[src/mies_cfg.svh]
// constants for the instruction execution subset block
`ifndef MIES_CFG_SVH
`define MIES_CFG_SVH

`define MIES_DATA_W 8
`define MIES_PC_W 11
`define MIES_STACK_DEPTH 6
`define MIES_SP_W 3
`define MIES_WDT_W 8
`define MIES_PRE_W 7
`define MIES_ZERO8 8'h00
`define MIES_ONE8 8'h01
`define MIES_NIB_MAX 4'h9
`define MIES_NIB_ADJ 4'h6
`define MIES_PC_ONE 11'h001
`define MIES_PC_RST 11'h000
`define MIES_CLKS_PER_CYC 3'h4
`define MIES_CYC_LAST 3'h3
`define MIES_CYC_ZERO 3'h0
`define MIES_ACC_RST 8'h00
`define MIES_TOP_BIT 7

`endif

[src/mies_pkg.sv]
// types for the instruction execution subset block
`default_nettype none
package mies_pkg;
  typedef enum logic [4:0] {
    MIES_OP_IDLE,
    MIES_OP_WDT_CLR,
    MIES_OP_WDT_PRE1,
    MIES_OP_WDT_PRE2,
    MIES_OP_INV_MEM,
    MIES_OP_INV_ACC,
    MIES_OP_DEC_ADJ,
    MIES_OP_DEC_MEM,
    MIES_OP_DEC_ACC,
    MIES_OP_INC_MEM,
    MIES_OP_INC_ACC,
    MIES_OP_HALT,
    MIES_OP_JUMP,
    MIES_OP_MOV_M2A,
    MIES_OP_MOV_I2A,
    MIES_OP_MOV_A2M,
    MIES_OP_OR_MEM_ACC,
    MIES_OP_OR_IMM_ACC,
    MIES_OP_OR_TO_MEM,
    MIES_OP_RET,
    MIES_OP_RET_IMM,
    MIES_OP_RET_IRQ,
    MIES_OP_ROL_MEM,
    MIES_OP_ROL_ACC
  } mies_op_t;

  typedef enum logic [1:0] {
    MIES_ST_READY,
    MIES_ST_EXEC,
    MIES_ST_EXTRA,
    MIES_ST_HALTED
  } mies_state_t;
endpackage
`default_nettype wire

[src/mies_alu_if.sv]
// interface carrying operands and results between exec core and alu
`timescale 1ns/10ps
`default_nettype none
`include "mies_cfg.svh"
interface mies_alu_if;
  mies_pkg::mies_op_t op;
  logic [`MIES_DATA_W-1:0] acc;
  logic [`MIES_DATA_W-1:0] mem;
  logic [`MIES_DATA_W-1:0] imm;
  logic half_carry;
  logic carry;
  logic [`MIES_DATA_W-1:0] result;
  logic to_mem;
  logic to_acc;
  logic zero_upd;
  logic carry_upd;
  logic carry_out;
  modport core (output op, acc, mem, imm, half_carry, carry,
                input result, to_mem, to_acc, zero_upd, carry_upd, carry_out);
  modport alu (input op, acc, mem, imm, half_carry, carry,
               output result, to_mem, to_acc, zero_upd, carry_upd, carry_out);
endinterface
`default_nettype wire

[src/mies_alu.sv]
// combinational data path for the arithmetic and logic operations
`timescale 1ns/10ps
`default_nettype none
`include "mies_cfg.svh"
module mies_alu (
  mies_alu_if.alu bus
);
  logic [4:0] lo_sum;
  logic [4:0] hi_sum;
  logic nib_carry;

  // ----------------------------------------------------------------
  // result select and destination
  // ----------------------------------------------------------------
  always_comb begin
    bus.result = bus.mem;
    bus.to_mem = 1'b0;
    bus.to_acc = 1'b0;
    bus.zero_upd = 1'b0;
    bus.carry_upd = 1'b0;
    bus.carry_out = bus.carry;
    lo_sum = {1'b0, bus.acc[3:0]};
    hi_sum = {1'b0, bus.acc[7:4]};
    nib_carry = 1'b0;
    case (bus.op)
      mies_pkg::MIES_OP_INV_MEM: begin
        bus.result = ~bus.mem; // [RULE_04]
        bus.to_mem = 1'b1;
        bus.zero_upd = 1'b1;
      end
      mies_pkg::MIES_OP_INV_ACC: begin
        bus.result = ~bus.mem; // [RULE_05]
        bus.to_acc = 1'b1;
        bus.zero_upd = 1'b1;
      end
      mies_pkg::MIES_OP_DEC_ADJ: begin
        // low nibble: the intermediate carry is the inverse of half carry
        if (bus.acc[3:0] > `MIES_NIB_MAX || bus.half_carry) begin
          lo_sum = {1'b0, bus.acc[3:0]} + {1'b0, `MIES_NIB_ADJ}; // [RULE_06]
          nib_carry = ~bus.half_carry;
        end
        // high nibble sees the intermediate carry in its compare
        if (({1'b0, bus.acc[7:4]} + {4'h0, nib_carry}) > {1'b0, `MIES_NIB_MAX}
            || bus.carry) begin
          hi_sum = {1'b0, bus.acc[7:4]} + {1'b0, `MIES_NIB_ADJ}
                   + {4'h0, nib_carry}; // [RULE_07]
          bus.carry_out = 1'b1;
        end else begin
          hi_sum = {1'b0, bus.acc[7:4]} + {4'h0, nib_carry};
        end
        bus.result = {hi_sum[3:0], lo_sum[3:0]};
        bus.to_mem = 1'b1; // [RULE_08]
        bus.carry_upd = 1'b1;
      end
      mies_pkg::MIES_OP_DEC_MEM: begin
        bus.result = bus.mem - `MIES_ONE8; // [RULE_09]
        bus.to_mem = 1'b1;
        bus.zero_upd = 1'b1;
      end
      mies_pkg::MIES_OP_DEC_ACC: begin
        bus.result = bus.mem - `MIES_ONE8; // [RULE_09]
        bus.to_acc = 1'b1;
        bus.zero_upd = 1'b1;
      end
      mies_pkg::MIES_OP_INC_MEM: begin
        bus.result = bus.mem + `MIES_ONE8; // [RULE_10]
        bus.to_mem = 1'b1;
        bus.zero_upd = 1'b1;
      end
      mies_pkg::MIES_OP_INC_ACC: begin
        bus.result = bus.mem + `MIES_ONE8; // [RULE_10]
        bus.to_acc = 1'b1;
        bus.zero_upd = 1'b1;
      end
      mies_pkg::MIES_OP_MOV_M2A: begin
        bus.result = bus.mem; // [RULE_14]
        bus.to_acc = 1'b1;
      end
      mies_pkg::MIES_OP_MOV_I2A, mies_pkg::MIES_OP_RET_IMM: begin
        bus.result = bus.imm; // [RULE_14] [RULE_18]
        bus.to_acc = 1'b1;
      end
      mies_pkg::MIES_OP_MOV_A2M: begin
        bus.result = bus.acc; // [RULE_14]
        bus.to_mem = 1'b1;
      end
      mies_pkg::MIES_OP_OR_MEM_ACC: begin
        bus.result = bus.acc | bus.mem; // [RULE_16]
        bus.to_acc = 1'b1;
        bus.zero_upd = 1'b1;
      end
      mies_pkg::MIES_OP_OR_IMM_ACC: begin
        bus.result = bus.acc | bus.imm; // [RULE_16]
        bus.to_acc = 1'b1;
        bus.zero_upd = 1'b1;
      end
      mies_pkg::MIES_OP_OR_TO_MEM: begin
        bus.result = bus.acc | bus.mem; // [RULE_16]
        bus.to_mem = 1'b1;
        bus.zero_upd = 1'b1;
      end
      mies_pkg::MIES_OP_ROL_MEM: begin
        bus.result = {bus.mem[`MIES_TOP_BIT-1:0], bus.mem[`MIES_TOP_BIT]}; // [RULE_20]
        bus.to_mem = 1'b1;
      end
      mies_pkg::MIES_OP_ROL_ACC: begin
        bus.result = {bus.mem[`MIES_TOP_BIT-1:0], bus.mem[`MIES_TOP_BIT]}; // [RULE_21]
        bus.to_acc = 1'b1;
      end
      default: begin
        bus.result = bus.mem;
      end
    endcase
  end
endmodule
`default_nettype wire

[src/mies_exec.sv]
// execution core for the instruction subset: acc, flags, pc, stack, watchdog
// How it works
// (RULE_01) watchdog clear zeroes counter, power-down, timeout
// (RULE_02) both pre-clears together clear watchdog and flags
// (RULE_03) lone pre-clear only records itself
// (RULE_04) invert byte in place, zero flag only
// (RULE_05) inverted byte to accumulator, zero only
// (RULE_06) low nibble adjust, intermediate carry from half-carry
// (RULE_07) high nibble adjust with intermediate carry, carry
// (RULE_08) decimal adjust writes memory, only carry changes
// (RULE_09) decrement to memory or accumulator, zero flag
// (RULE_10) increment to memory or accumulator, zero flag
// (RULE_11) power-down halts, clears watchdog, pc plus one
// (RULE_12) power-down sets power-down flag, clears timeout
// (RULE_13) jump loads pc from instruction, no flags
// (RULE_14) moves copy bytes without touching flags
// (RULE_15) idle only advances pc by one
// (RULE_16) or into accumulator or memory, zero only
// (RULE_17) return pops pc, two cycles, no flags
// (RULE_18) return with value loads accumulator immediate
// (RULE_19) interrupt return pops pc, sets global enable
// (RULE_20) rotate byte left in place, flags unchanged
// (RULE_21) rotate left into accumulator, byte unchanged
// (RULE_22) pc-writing instructions take one extra cycle
// (RULE_23) zero flag set when result is zero
`timescale 1ns/10ps
`default_nettype none
`include "mies_cfg.svh"
module mies_exec #(
  parameter int DATA_W = `MIES_DATA_W,
  parameter int PC_W = `MIES_PC_W,
  parameter int STACK_DEPTH = `MIES_STACK_DEPTH,
  parameter int SP_W = `MIES_SP_W,
  parameter int WDT_W = `MIES_WDT_W,
  parameter int PRE_W = `MIES_PRE_W
) (
  input wire logic i_clk,
  input wire logic i_reset,
  input wire logic i_op_valid,
  input wire mies_pkg::mies_op_t i_op,
  input wire logic [DATA_W-1:0] i_imm,
  input wire logic [PC_W-1:0] i_jump_addr,
  input wire logic [DATA_W-1:0] i_mem_rdata,
  input wire logic i_wake,
  input wire logic i_wdt_tick,
  input wire logic i_call_push,
  input wire logic i_irq_taken,
  output logic o_op_ready,
  output logic o_mem_we,
  output logic [DATA_W-1:0] o_mem_wdata,
  output logic [DATA_W-1:0] o_acc,
  output logic [PC_W-1:0] o_pc,
  output logic o_zero_flag,
  output logic o_carry_flag,
  output logic o_half_carry_flag,
  output logic o_power_down_flag,
  output logic o_timeout_flag,
  output logic o_global_irq_enable,
  output logic o_halted,
  output logic [WDT_W-1:0] o_wdt_count,
  output logic [PRE_W-1:0] o_wdt_prescale
);
  // ----------------------------------------------------------------
  // state
  // ----------------------------------------------------------------
  typedef struct packed {
    mies_pkg::mies_state_t st;
    logic [2:0] clk_cnt;
    logic extra;
    logic [DATA_W-1:0] acc;
    logic [PC_W-1:0] pc;
    logic [SP_W-1:0] sp;
    logic [STACK_DEPTH-1:0][PC_W-1:0] stack;
    logic zero;
    logic carry;
    logic half_carry;
    logic power_down;
    logic timeout;
    logic gie;
    logic pre1_seen;
    logic pre2_seen;
    logic [WDT_W-1:0] wdt;
    logic [PRE_W-1:0] pre;
    logic mem_we;
    logic [DATA_W-1:0] mem_wdata;
  } mies_core_t;

  mies_core_t cur_ff;
  mies_core_t nxt_cur;

  mies_alu_if alu_bus ();

  mies_alu u_alu (
    .bus(alu_bus)
  );

  // operands to the alu come from the held state and the request
  assign alu_bus.op = i_op;
  assign alu_bus.acc = cur_ff.acc;
  assign alu_bus.mem = i_mem_rdata;
  assign alu_bus.imm = i_imm;
  assign alu_bus.half_carry = cur_ff.half_carry;
  assign alu_bus.carry = cur_ff.carry;

  logic [SP_W-1:0] sp_dec;
  logic [PC_W-1:0] pc_inc;
  logic [PC_W-1:0] top_of_stack;
  logic take_op;
  logic pre_both;
  logic wdt_zero_now;

  // ----------------------------------------------------------------
  // helpers
  // ----------------------------------------------------------------
  assign sp_dec = cur_ff.sp - SP_W'(1);
  assign pc_inc = cur_ff.pc + `MIES_PC_ONE;
  assign top_of_stack = cur_ff.stack[sp_dec];
  assign take_op = i_op_valid && (cur_ff.st == mies_pkg::MIES_ST_READY);
  // the pair completes when the other half is already on record
  assign pre_both = (i_op == mies_pkg::MIES_OP_WDT_PRE1 && cur_ff.pre2_seen) ||
                    (i_op == mies_pkg::MIES_OP_WDT_PRE2 && cur_ff.pre1_seen);
  assign wdt_zero_now = take_op && (i_op == mies_pkg::MIES_OP_WDT_CLR ||
                        i_op == mies_pkg::MIES_OP_HALT ||
                        ((i_op == mies_pkg::MIES_OP_WDT_PRE1 ||
                          i_op == mies_pkg::MIES_OP_WDT_PRE2) && pre_both));

  // ----------------------------------------------------------------
  // next state
  // ----------------------------------------------------------------
  always_comb begin
    nxt_cur = cur_ff;
    nxt_cur.mem_we = 1'b0;
    // watchdog runs from the prescaler unless halted; timeout is sticky
    if (cur_ff.st != mies_pkg::MIES_ST_HALTED && i_wdt_tick) begin
      nxt_cur.pre = cur_ff.pre + PRE_W'(1);
      if (&cur_ff.pre) begin
        nxt_cur.wdt = cur_ff.wdt + WDT_W'(1);
        if (&cur_ff.wdt) begin
          nxt_cur.timeout = 1'b1;
        end
      end
    end
    // interrupt entry pushes pc and drops global enable, when idle
    if (i_irq_taken && cur_ff.st == mies_pkg::MIES_ST_READY && !i_op_valid) begin
      nxt_cur.stack[cur_ff.sp] = cur_ff.pc;
      nxt_cur.sp = cur_ff.sp + SP_W'(1);
      nxt_cur.gie = 1'b0;
    end else if (i_call_push && cur_ff.st == mies_pkg::MIES_ST_READY && !i_op_valid) begin
      nxt_cur.stack[cur_ff.sp] = cur_ff.pc;
      nxt_cur.sp = cur_ff.sp + SP_W'(1);
    end
    case (cur_ff.st)
      mies_pkg::MIES_ST_READY: begin
        if (take_op) begin
          nxt_cur.st = mies_pkg::MIES_ST_EXEC;
          nxt_cur.clk_cnt = `MIES_CYC_ZERO;
          nxt_cur.extra = 1'b0;
          nxt_cur.pc = pc_inc; // [RULE_15]
          // data results from the alu
          if (alu_bus.to_acc) begin
            nxt_cur.acc = alu_bus.result;
          end
          if (alu_bus.to_mem) begin
            nxt_cur.mem_we = 1'b1;
            nxt_cur.mem_wdata = alu_bus.result;
          end
          if (alu_bus.zero_upd) begin
            nxt_cur.zero = (alu_bus.result == `MIES_ZERO8); // [RULE_23]
          end
          if (alu_bus.carry_upd) begin
            nxt_cur.carry = alu_bus.carry_out; // [RULE_08]
          end
          case (i_op)
            mies_pkg::MIES_OP_WDT_CLR: begin
              nxt_cur.power_down = 1'b0; // [RULE_01]
              nxt_cur.timeout = 1'b0;
              nxt_cur.pre1_seen = 1'b0;
              nxt_cur.pre2_seen = 1'b0;
            end
            mies_pkg::MIES_OP_WDT_PRE1, mies_pkg::MIES_OP_WDT_PRE2: begin
              if (pre_both) begin
                nxt_cur.power_down = 1'b0; // [RULE_02]
                nxt_cur.timeout = 1'b0;
                nxt_cur.pre1_seen = 1'b0;
                nxt_cur.pre2_seen = 1'b0;
              end else if (i_op == mies_pkg::MIES_OP_WDT_PRE1) begin
                nxt_cur.pre1_seen = 1'b1; // [RULE_03]
              end else begin
                nxt_cur.pre2_seen = 1'b1; // [RULE_03]
              end
            end
            mies_pkg::MIES_OP_HALT: begin
              nxt_cur.st = mies_pkg::MIES_ST_HALTED; // [RULE_11]
              nxt_cur.power_down = 1'b1; // [RULE_12]
              nxt_cur.timeout = 1'b0;
            end
            mies_pkg::MIES_OP_JUMP: begin
              nxt_cur.pc = i_jump_addr; // [RULE_13]
              nxt_cur.extra = 1'b1; // [RULE_22]
            end
            mies_pkg::MIES_OP_RET, mies_pkg::MIES_OP_RET_IMM,
            mies_pkg::MIES_OP_RET_IRQ: begin
              nxt_cur.pc = top_of_stack; // [RULE_17] [RULE_18]
              nxt_cur.sp = sp_dec;
              nxt_cur.extra = 1'b1; // [RULE_17]
              if (i_op == mies_pkg::MIES_OP_RET_IRQ) begin
                nxt_cur.gie = 1'b1; // [RULE_19]
              end
            end
            default: begin
              nxt_cur.extra = 1'b0;
            end
          endcase
        end
      end
      mies_pkg::MIES_ST_EXEC, mies_pkg::MIES_ST_EXTRA: begin
        // each instruction cycle spans four system clocks
        nxt_cur.clk_cnt = cur_ff.clk_cnt + 3'h1;
        if (cur_ff.clk_cnt == `MIES_CYC_LAST) begin
          nxt_cur.clk_cnt = `MIES_CYC_ZERO;
          if (cur_ff.st == mies_pkg::MIES_ST_EXEC && cur_ff.extra) begin
            nxt_cur.st = mies_pkg::MIES_ST_EXTRA; // [RULE_22]
          end else begin
            nxt_cur.st = mies_pkg::MIES_ST_READY;
          end
        end
      end
      mies_pkg::MIES_ST_HALTED: begin
        // execution stalled until wake; ram and registers hold
        if (i_wake) begin
          nxt_cur.st = mies_pkg::MIES_ST_READY;
        end
      end
      default: begin
        nxt_cur.st = mies_pkg::MIES_ST_READY;
      end
    endcase
    // clearing wins over the tick in the same clock
    if (wdt_zero_now) begin
      nxt_cur.wdt = WDT_W'(0); // [RULE_01] [RULE_02]
      if (i_op == mies_pkg::MIES_OP_HALT) begin
        nxt_cur.pre = PRE_W'(0); // [RULE_11]
      end
    end
  end

  // ----------------------------------------------------------------
  // registers
  // ----------------------------------------------------------------
  always_ff @(posedge i_clk) begin
    if (i_reset) begin
      cur_ff <= '0;
      cur_ff.st <= mies_pkg::MIES_ST_READY;
      cur_ff.acc <= `MIES_ACC_RST;
      cur_ff.pc <= `MIES_PC_RST;
    end else begin
      cur_ff <= nxt_cur;
    end
  end

  // ----------------------------------------------------------------
  // outputs
  // ----------------------------------------------------------------
  assign o_op_ready = (cur_ff.st == mies_pkg::MIES_ST_READY);
  assign o_mem_we = cur_ff.mem_we;
  assign o_mem_wdata = cur_ff.mem_wdata;
  assign o_acc = cur_ff.acc;
  assign o_pc = cur_ff.pc;
  assign o_zero_flag = cur_ff.zero;
  assign o_carry_flag = cur_ff.carry;
  assign o_half_carry_flag = cur_ff.half_carry;
  assign o_power_down_flag = cur_ff.power_down;
  assign o_timeout_flag = cur_ff.timeout;
  assign o_global_irq_enable = cur_ff.gie;
  assign o_halted = (cur_ff.st == mies_pkg::MIES_ST_HALTED);
  assign o_wdt_count = cur_ff.wdt;
  assign o_wdt_prescale = cur_ff.pre;
endmodule
`default_nettype wire

[config.mk]
export PLATFORM = sky130hd
export DESIGN_NAME = mies_exec
export DESIGN_NICKNAME = d
export VERILOG_FILES = /design/src/mies_pkg.sv /design/src/mies_alu_if.sv /design/src/mies_alu.sv /design/src/mies_exec.sv
export VERILOG_INCLUDE_DIRS = /design/src
export SDC_FILE = /design/constraint.sdc
export NUM_CORES = 1
export LEC_CHECK = 0
export BUFFER_PORTS_ARGS = -buffer_cell sky130_fd_sc_hd__buf_4
export CORE_MARGIN = 5
export CORE_UTILIZATION = 53
export CTS_CLUSTER_DIAMETER = 30
export CTS_CLUSTER_SIZE = 10
export DETAILED_ROUTE_END_ITERATION = 10
export PLACE_DENSITY_LB_ADDON = 0.2
export SLEW_MARGIN = 10
export SYNTH_ARGS = -nofsm -noshare
export SYNTH_HDL_FRONTEND = slang
export SYNTH_SLANG_ARGS = --single-unit
[constraint.sdc]
create_clock -name i_clk -period 9.2 [get_ports i_clk]
set_input_delay 1.84 -clock i_clk [delete_from_list [all_inputs] [get_ports i_clk]]
set_output_delay 1.84 -clock i_clk [all_outputs]
set_load 0.1 [all_outputs]
==> results.tsv, run 1 <==
stage	metric	value	unit
final_layout	nets	947	
floorplanning	num_rows	43	
clock_network	numCtsBuffers	17	
sta	slew_headroom	22.8	%
clock_network	cts.clk_slew.worst_paths	60	ps
global_routing	overflow	0	
setup_path	cp-start-kind	primary input	
sta	setup_viol	0	
yosys	synth.avg_cell_area	8.50	sq um
yosys	synth-seq-cells	125	
power_and_ir_drop	p_sw	0.000784	W
sta	drv_slew	0	
run	cap_violations	0	
power_and_ir_drop	comb_power_share	33.2	%
global_routing	grt.total_usage	24.8	%
sta	clock_skew	8.09	ps
power_and_ir_drop	clockPowerShare	34.7	%
final_layout	n_fill_cell	1216	
route	drtPass1Iterations	7	
floorplanning	dieArea	0.0167	sq mm
route	wl_per_cell	18.9	um
final_layout	multiInputGateArea	0.00434	sq mm
clock_network	cts_tree	done	
final_layout	final_cell_mix	153 x nor2_1, 125 x dfxtp_1, 94 x buf_4	
yosys	synthCells	884	
route	vias	6573	
placement	dp.cells	1049	
clock_network	root_buffer	clkbuf_16	
clock_network	clkLatencyLatePin	420	ps
final_layout	syn2layout_area_growth	12.8	%
sta	rsz0062_at_grt	false	
yosys	synth_ff_type	dfxtp_1	
setup_path	criticalPathCategory	primary input to flip-flop	
route	drc	0	
global_routing	grt_pass1_vias	6159	
yosys	async_reset_ff_share	0	%
power_and_ir_drop	p_seq_share	32.1	%
route	ant_nets	0	
yosys	synth_edf_count	0	
clock_network	cts_buffer_depth	2	
yosys	synth-warning-count	0	
setup_path	arrival	4710	ps
power_and_ir_drop	power_density	239	mW/mm^2
yosys	synth.cell_area	0.00751	sq mm
setup_path	critPathMaxFanout	31	
final_layout	final_common_cell	nor2_1	
outcome	status	finished clean	
global_routing	grt_pass1_wl	32.6	mm
placement	hpwlAfterDp	14.4	mm
sta	fmax	227	MHz
floorplanning	start_util	54.1	%
clock_network	cts_hold_buf	0	
power_and_ir_drop	p_int	0.00124	W
route	finalWirelength	20.4	mm
sta	tns	0	ps
global_routing	grt_antenna_before_repair	0	
final_layout	antennaDiodeCount	0	
clock_network	cts_max_level	4	
sta	min_period	4410	ps
yosys	ys_types	76	
clock_network	cts-resized-gates	0	
route	drt_iter0_markers	564	
final_layout	instances_no_fill	1081	
sta	post-route-period-util	47.9	%
floorplanning	coreArea	0.0139	sq mm
power_and_ir_drop	switching_share	38.6	%
setup_path	critPathCaptureType	flip-flop	
clock_network	post_cts.repair.setup_buffers	0	
global_routing	grt_max_degree	113	
yosys	ys_seq_area_share	33.3	%
final_layout	regArea	0.00250	sq mm
power_and_ir_drop	peakVddDrop	0.000150	V
sta	worst_slew_pin_slew	1150	ps
clock_network	numClockSinks	125	
setup_path	required	9500	ps
placement	portBuffers	88	
final_layout	drive_gt1_share	17.9	%
power_and_ir_drop	p_leak	3.46	nW
sta	hold_viol	0	
route	avgViaCountPerCell	6.08	
placement	gp_congestion	0.940	
floorplanning	ioPinCount	90	
floorplanning	die_h	129	um
floorplanning	die_w	129	um
yosys	synth_nets	943	
hold_path	hold_path.class	flip-flop to flip-flop	
## sequential cells by signal, indices dropped and copies added (netlist names)
register             flops
o_mem_wdata              8
o_pc                    11
o_wdt_count              8
o_power_down_flag        1
o_wdt_prescale           7
o_global_irq_enable      1
o_acc                    8
cur_ff                  77
o_timeout_flag           1
o_mem_we                 1
o_zero_flag              1
o_carry_flag             1
## power by group through the flow
stage	sequential [W]	combinational [W]	clock, W
floorplan	0.000618	0.000576	0
global placement	0.000657	0.000660	0
detailed placement	0.000661	0.000671	0
CTS	0.000650	0.000673	0.000713
global route	0.000659	0.000718	0.000742
finish	0.000651	0.000673	0.000704
## synthesized netlist by cell type (all sizes together) (8+ instances only)
cell | number | area [sq um]
a211oi | 17 | 128
a21oi | 46 | 234
a221oi | 11 | 103
and3 | 11 | 73.8
buf | 69 | 487
clkbuf | 40 | 150
dfxtp | 125 | 2500
ha | 19 | 238
inv | 18 | 67.6
mux2 | 10 | 113
mux2i | 80 | 801
mux4 | 8 | 180
nand2 | 30 | 113
nand2b | 12 | 75.1
nand3 | 14 | 70.1
nand4 | 8 | 50.1
nor2 | 154 | 581
nor2b | 11 | 68.8
nor3 | 33 | 170
nor4 | 8 | 50.1
o21ai | 25 | 125
xnor2 | 21 | 184
xor2 | 13 | 114
## worst max-delay path, cell delays in order
cell       delay (ps)
buf_4             210
nand2b_1          250
or3_1             510
ha_1              400
a21o_1            210
a2111oi_0         430
a21oi_1           150
xnor2_1           150
o211ai_1          220
nor2_1            100
a31o_1            230
## layout make-up
type,count,share of cell area [%]
multi-input cells,632,51.2
flip-flops and latches,125,29.5
repair buffers,94,8.33
clock buffers,21,5.67
well taps,180,2.66
clock inverters,11,1.82
inverters,18,0.798
## metrics by stage
step / hold WS [ps] / setup WS [ps] / power, W / util, % / area (sq um)
floorplan: 449 / 4750 / 0.00119 / - / 7510
CTS: 490 / 4850 / 0.00204 / 61.0 / 8470
detailed placement: 479 / 4420 / 0.00133 / 56.5 / 7840
global route: 516 / 4590 / 0.00212 / 61.0 / 8470
finish: 492 / 4790 / 0.00203 / 61.0 / 8470
global placement: 448 / 4490 / 0.00132 / 56.5 / 7840
## metal layers
metal  GRT usage [%]  wire (um)  part of all wire, %
met5               0          0                    0
met3            5.23       1360                  6.7
met1            31.4       8480                   42
met2            41.3      10100                   49
met4            9.57        495                  2.4
## kinds of logic after synthesis
family	count (synthesis)	share of synthesized area, %
AO/OA/AOI/OAI	162	14.8
flip-flops	125	33.3
XOR/XNOR	34	3.96
multiplexers	98	14.6
adder cells (fa/ha/maj)	20	3.43
buffers and inverters	127	9.38
AND/OR/NAND/NOR	317	20.5
other	1	0.0499
## worst paths after layout
kind                 end  cells past startpoint        from  slack [ps]
max          o_zero_flag                     11     i_op[4]        4790
max reg2reg      o_pc[4]                      9  cur_ff[98]        5840
min reg2reg   cur_ff[25]                      2  cur_ff[25]         490
min           cur_ff[25]                      2  cur_ff[25]         490
(Power assumes the default switching activity.)
==> run 2, diff against run 1 <==
--- a/config.mk
+++ b/config.mk
@@ -6,6 +6,7 @@
 export SDC_FILE = /design/constraint.sdc
 export NUM_CORES = 1
 export LEC_CHECK = 0
+export ABC_AREA = 1
 export BUFFER_PORTS_ARGS = -buffer_cell sky130_fd_sc_hd__buf_4
 export CORE_MARGIN = 5
 export CORE_UTILIZATION = 53
==> constraint.sdc (replaced) <==
create_clock -name i_clk -period 3.5 [get_ports i_clk]
set_input_delay 0.7 -clock i_clk [delete_from_list [all_inputs] [get_ports i_clk]]
set_output_delay 0.7 -clock i_clk [all_outputs]
set_load 0.1 [all_outputs]
==> run 2 against run 1 <==
Net effect:
- clock-buffer cell count grew 1
- non-clock buffer count grew 8
- worst setup slack lost 3900 ps
- clock skew shrank 2.0 ps
- utilization grew 2.1 points
- critical endpoint unchanged
- largest cell class unchanged
- highest routed layer unchanged
==> results.tsv, run 2 <==
stage	metric	value	unit
run	cap_violations	0	
floorplanning	coreArea	0.0133	sq mm
route	wl_per_cell	15.0	um
floorplanning	die_w	127	um
route	drtPass1Iterations	5	
final_layout	final_cell_mix	200 x nand2_1, 132 x inv_1, 125 x o21ai_0, 125 x dfxtp_1, 114 x a21oi_1	
sta	fmax	387	MHz
route	ant_nets	0	
floorplanning	ioPinCount	90	
route	finalWirelength	19.8	mm
setup_path	required	3850	ps
power_and_ir_drop	total_power	0.00532	W
floorplanning	num_rows	42	
yosys	synthCells	1098	
clock_network	cts-resized-gates	0	
route	vias	6983	
global_routing	grt_antenna_before_repair	0	
floorplanning	dieArea	0.0162	sq mm
sta	hold_viol	0	
power_and_ir_drop	switching_share	38.2	%
yosys	async_reset_ff_share	0	%
yosys	ys_types	49	
setup_path	critPathCaptureType	flip-flop	
yosys	ys_seq_area_share	34.3	%
final_layout	antennaDiodeCount	0	
route	drt_iter0_markers	523	
yosys	synth-warning-count	0	
setup_path	criticalPathCategory	primary input to flip-flop	
clock_network	cts_buffer_depth	2	
route	avgViaCountPerCell	5.29	
power_and_ir_drop	power_density	631	mW/mm^2
floorplanning	die_h	127	um
sta	worst_slew_pin_slew	846	ps
setup_path	cp-start-kind	primary input	
yosys	synthTopCellsByCount	200 x nand2_1, 132 x inv_1, 125 x dfxtp_1, 125 x o21ai_0, 114 x a21oi_1	
setup_path	critPathMaxFanout	7	
power_and_ir_drop	p_int	0.00329	W
clock_network	cts_max_level	4	
power_and_ir_drop	p_leak	3.66	nW
global_routing	grt_pass1_vias	6552	
global_routing	grt_max_degree	80	
clock_network	numCtsBuffers	17	
yosys	synth.avg_cell_area	6.64	sq um
placement	hpwlAfterDp	14.2	mm
yosys	synth-seq-cells	125	
yosys	yosys.area.top_type	dfxtp_1	
global_routing	grt.total_usage	24.9	%
sta	min_period	2580	ps
hold_path	hold_path.class	flip-flop to flip-flop	
final_layout	nets	1190	
placement	portBuffers	88	
sta	slew_headroom	43.5	%
yosys	synth.cell_area	0.00729	sq mm
power_and_ir_drop	p_sw	0.00203	W
route	drc	0	
clock_network	cts_tree	done	
sta	setup_viol	0	
yosys	netlist.area_leader.share	34.3	%
sta	drv_slew	0	
sta	post-route-period-util	73.8	%
final_layout	largest_reg_flops	77	
power_and_ir_drop	clockPowerShare	36.0	%
setup_path	arrival	2930	ps
sta	rsz0062_at_grt	false	
clock_network	post_cts.repair.setup_buffers	0	
yosys	synth_edf_count	0	
global_routing	overflow	0	
placement	gp_congestion	0.935	
clock_network	cts.clk_slew.worst_paths	50	ps
final_layout	drive_gt1_share	14.3	%
yosys	synth_nets	1157	
power_and_ir_drop	p_seq_share	32.1	%
outcome	status	finished clean	
power_and_ir_drop	comb_power_share	31.9	%
clock_network	numClockSinks	125	
clock_network	root_buffer	clkbuf_16	
final_layout	regMostFlops	cur_ff	
clock_network	cts_hold_buf	0	
yosys	synth_most_common_cell	nand2_1	
global_routing	grt_pass1_wl	32.8	mm
final_layout	syn2layout_area_growth	15.6	%
power_and_ir_drop	peakVddDrop	0.000470	V
yosys	synth_ff_type	dfxtp_1	
yosys	synthTopCellsByArea	dfxtp_1 34%, nand2_1 10%, o21ai_0 8.6%	
clock_network	clkLatencyLatePin	430	ps
final_layout	final_common_cell	nand2_1	
sta	clock_skew	6.05	ps
sta	tns	0	ps
floorplanning	start_util	54.6	%
[run 2: cell types whose count changed after synthesis, moves of 11 or more]
cell,delta
o21ai_0,+103
xnor2_1,-14
a211oi_1,-15
nor3_1,-19
a21oi_1,+69
nor2_1,-46
nand2_1,+170
inv_1,+114
mux2i_1,-80
nand2b_1,-12
nor2b_1,-11
nand3_1,+52
[run 2: worst max-delay path, cell delays in order]
cell,delay [ps]
buf_4,120
inv_2,50
nor2_2,140
nand4_1,190
buf_4,230
ha_1,270
nand2_1,80
inv_1,50
nand2_1,50
nand3_1,70
or2_2,270
nand3_1,70
nand3_1,80
nor2_1,160
nand2_1,80
nor2_1,100
nand3_1,80
a21oi_1,130
[run 2: final timing paths]
| kind | slack, ps | end | cells past startpoint | start |
|---|---|---|---|---|
| max | 920 | o_zero_flag | 18 | i_op[3] |
| min | 440 | cur_ff[123] | 2 | cur_ff[123] |
| max reg2reg | 960 | o_zero_flag | 18 | o_acc[1] |
| min reg2reg | 440 | cur_ff[123] | 2 | cur_ff[123] |
[run 2: final cells by class]
class / count / area (sq um)
timing repair buffer: 102 / 778
tap: 176 / 220
fill: 1278 / 4920
clock buffer: 22 / 484
multi-input combinational: 740 / 3730
inverter: 145 / 544
sequential: 125 / 2500
clock inverter: 10 / 160
[run 2: through the flow]
stage          utilization [%]  setup slack (ps)  hold slack (ps)  std cells  instance area [sq um]
2_1_floorplan                -               577              420       1098                   7290
3_5_place_dp              58.3               532              432       1288                   7780
6_report                  63.1               919              440       1320                   8420
5_1_grt                   63.1               596              461       1320                   8420
4_1_cts                   63.1               949              441       1320                   8420
3_3_place_gp              58.3               578              428       1288                   7780
[run 2: cells by family after synthesis]
family | after synthesis | share of synthesized area, %
AO/OA/AOI/OAI | 279 | 20.5
XOR/XNOR | 16 | 1.92
adder cells (fa/ha/maj) | 20 | 3.54
buffers and inverters | 233 | 14.4
flip-flops | 125 | 34.3
other | 1 | 0.0515
AND/OR/NAND/NOR | 424 | 25.2
[run 2: power by group through the flow]
stage | logic, W | registers [W] | clock network, W
2_1_floorplan | 0.00136 | 0.00168 | 0
3_3_place_gp | 0.00167 | 0.00173 | 0
3_5_place_dp | 0.00169 | 0.00173 | 0
4_1_cts | 0.00170 | 0.00171 | 0.00193
5_1_grt | 0.00186 | 0.00173 | 0.00200
6_report | 0.00170 | 0.00171 | 0.00191
[run 2: per-layer routing]
metal	track usage, %	part of all wire (%)	wire, um	vias up
met2	40.1	47	9260	182
met4	8.33	1.7	340	0
met1	33.0	46	9050	3146
met3	5.68	5.6	1110	30
li1	-	-	-	3625
met5	0	0	0	-
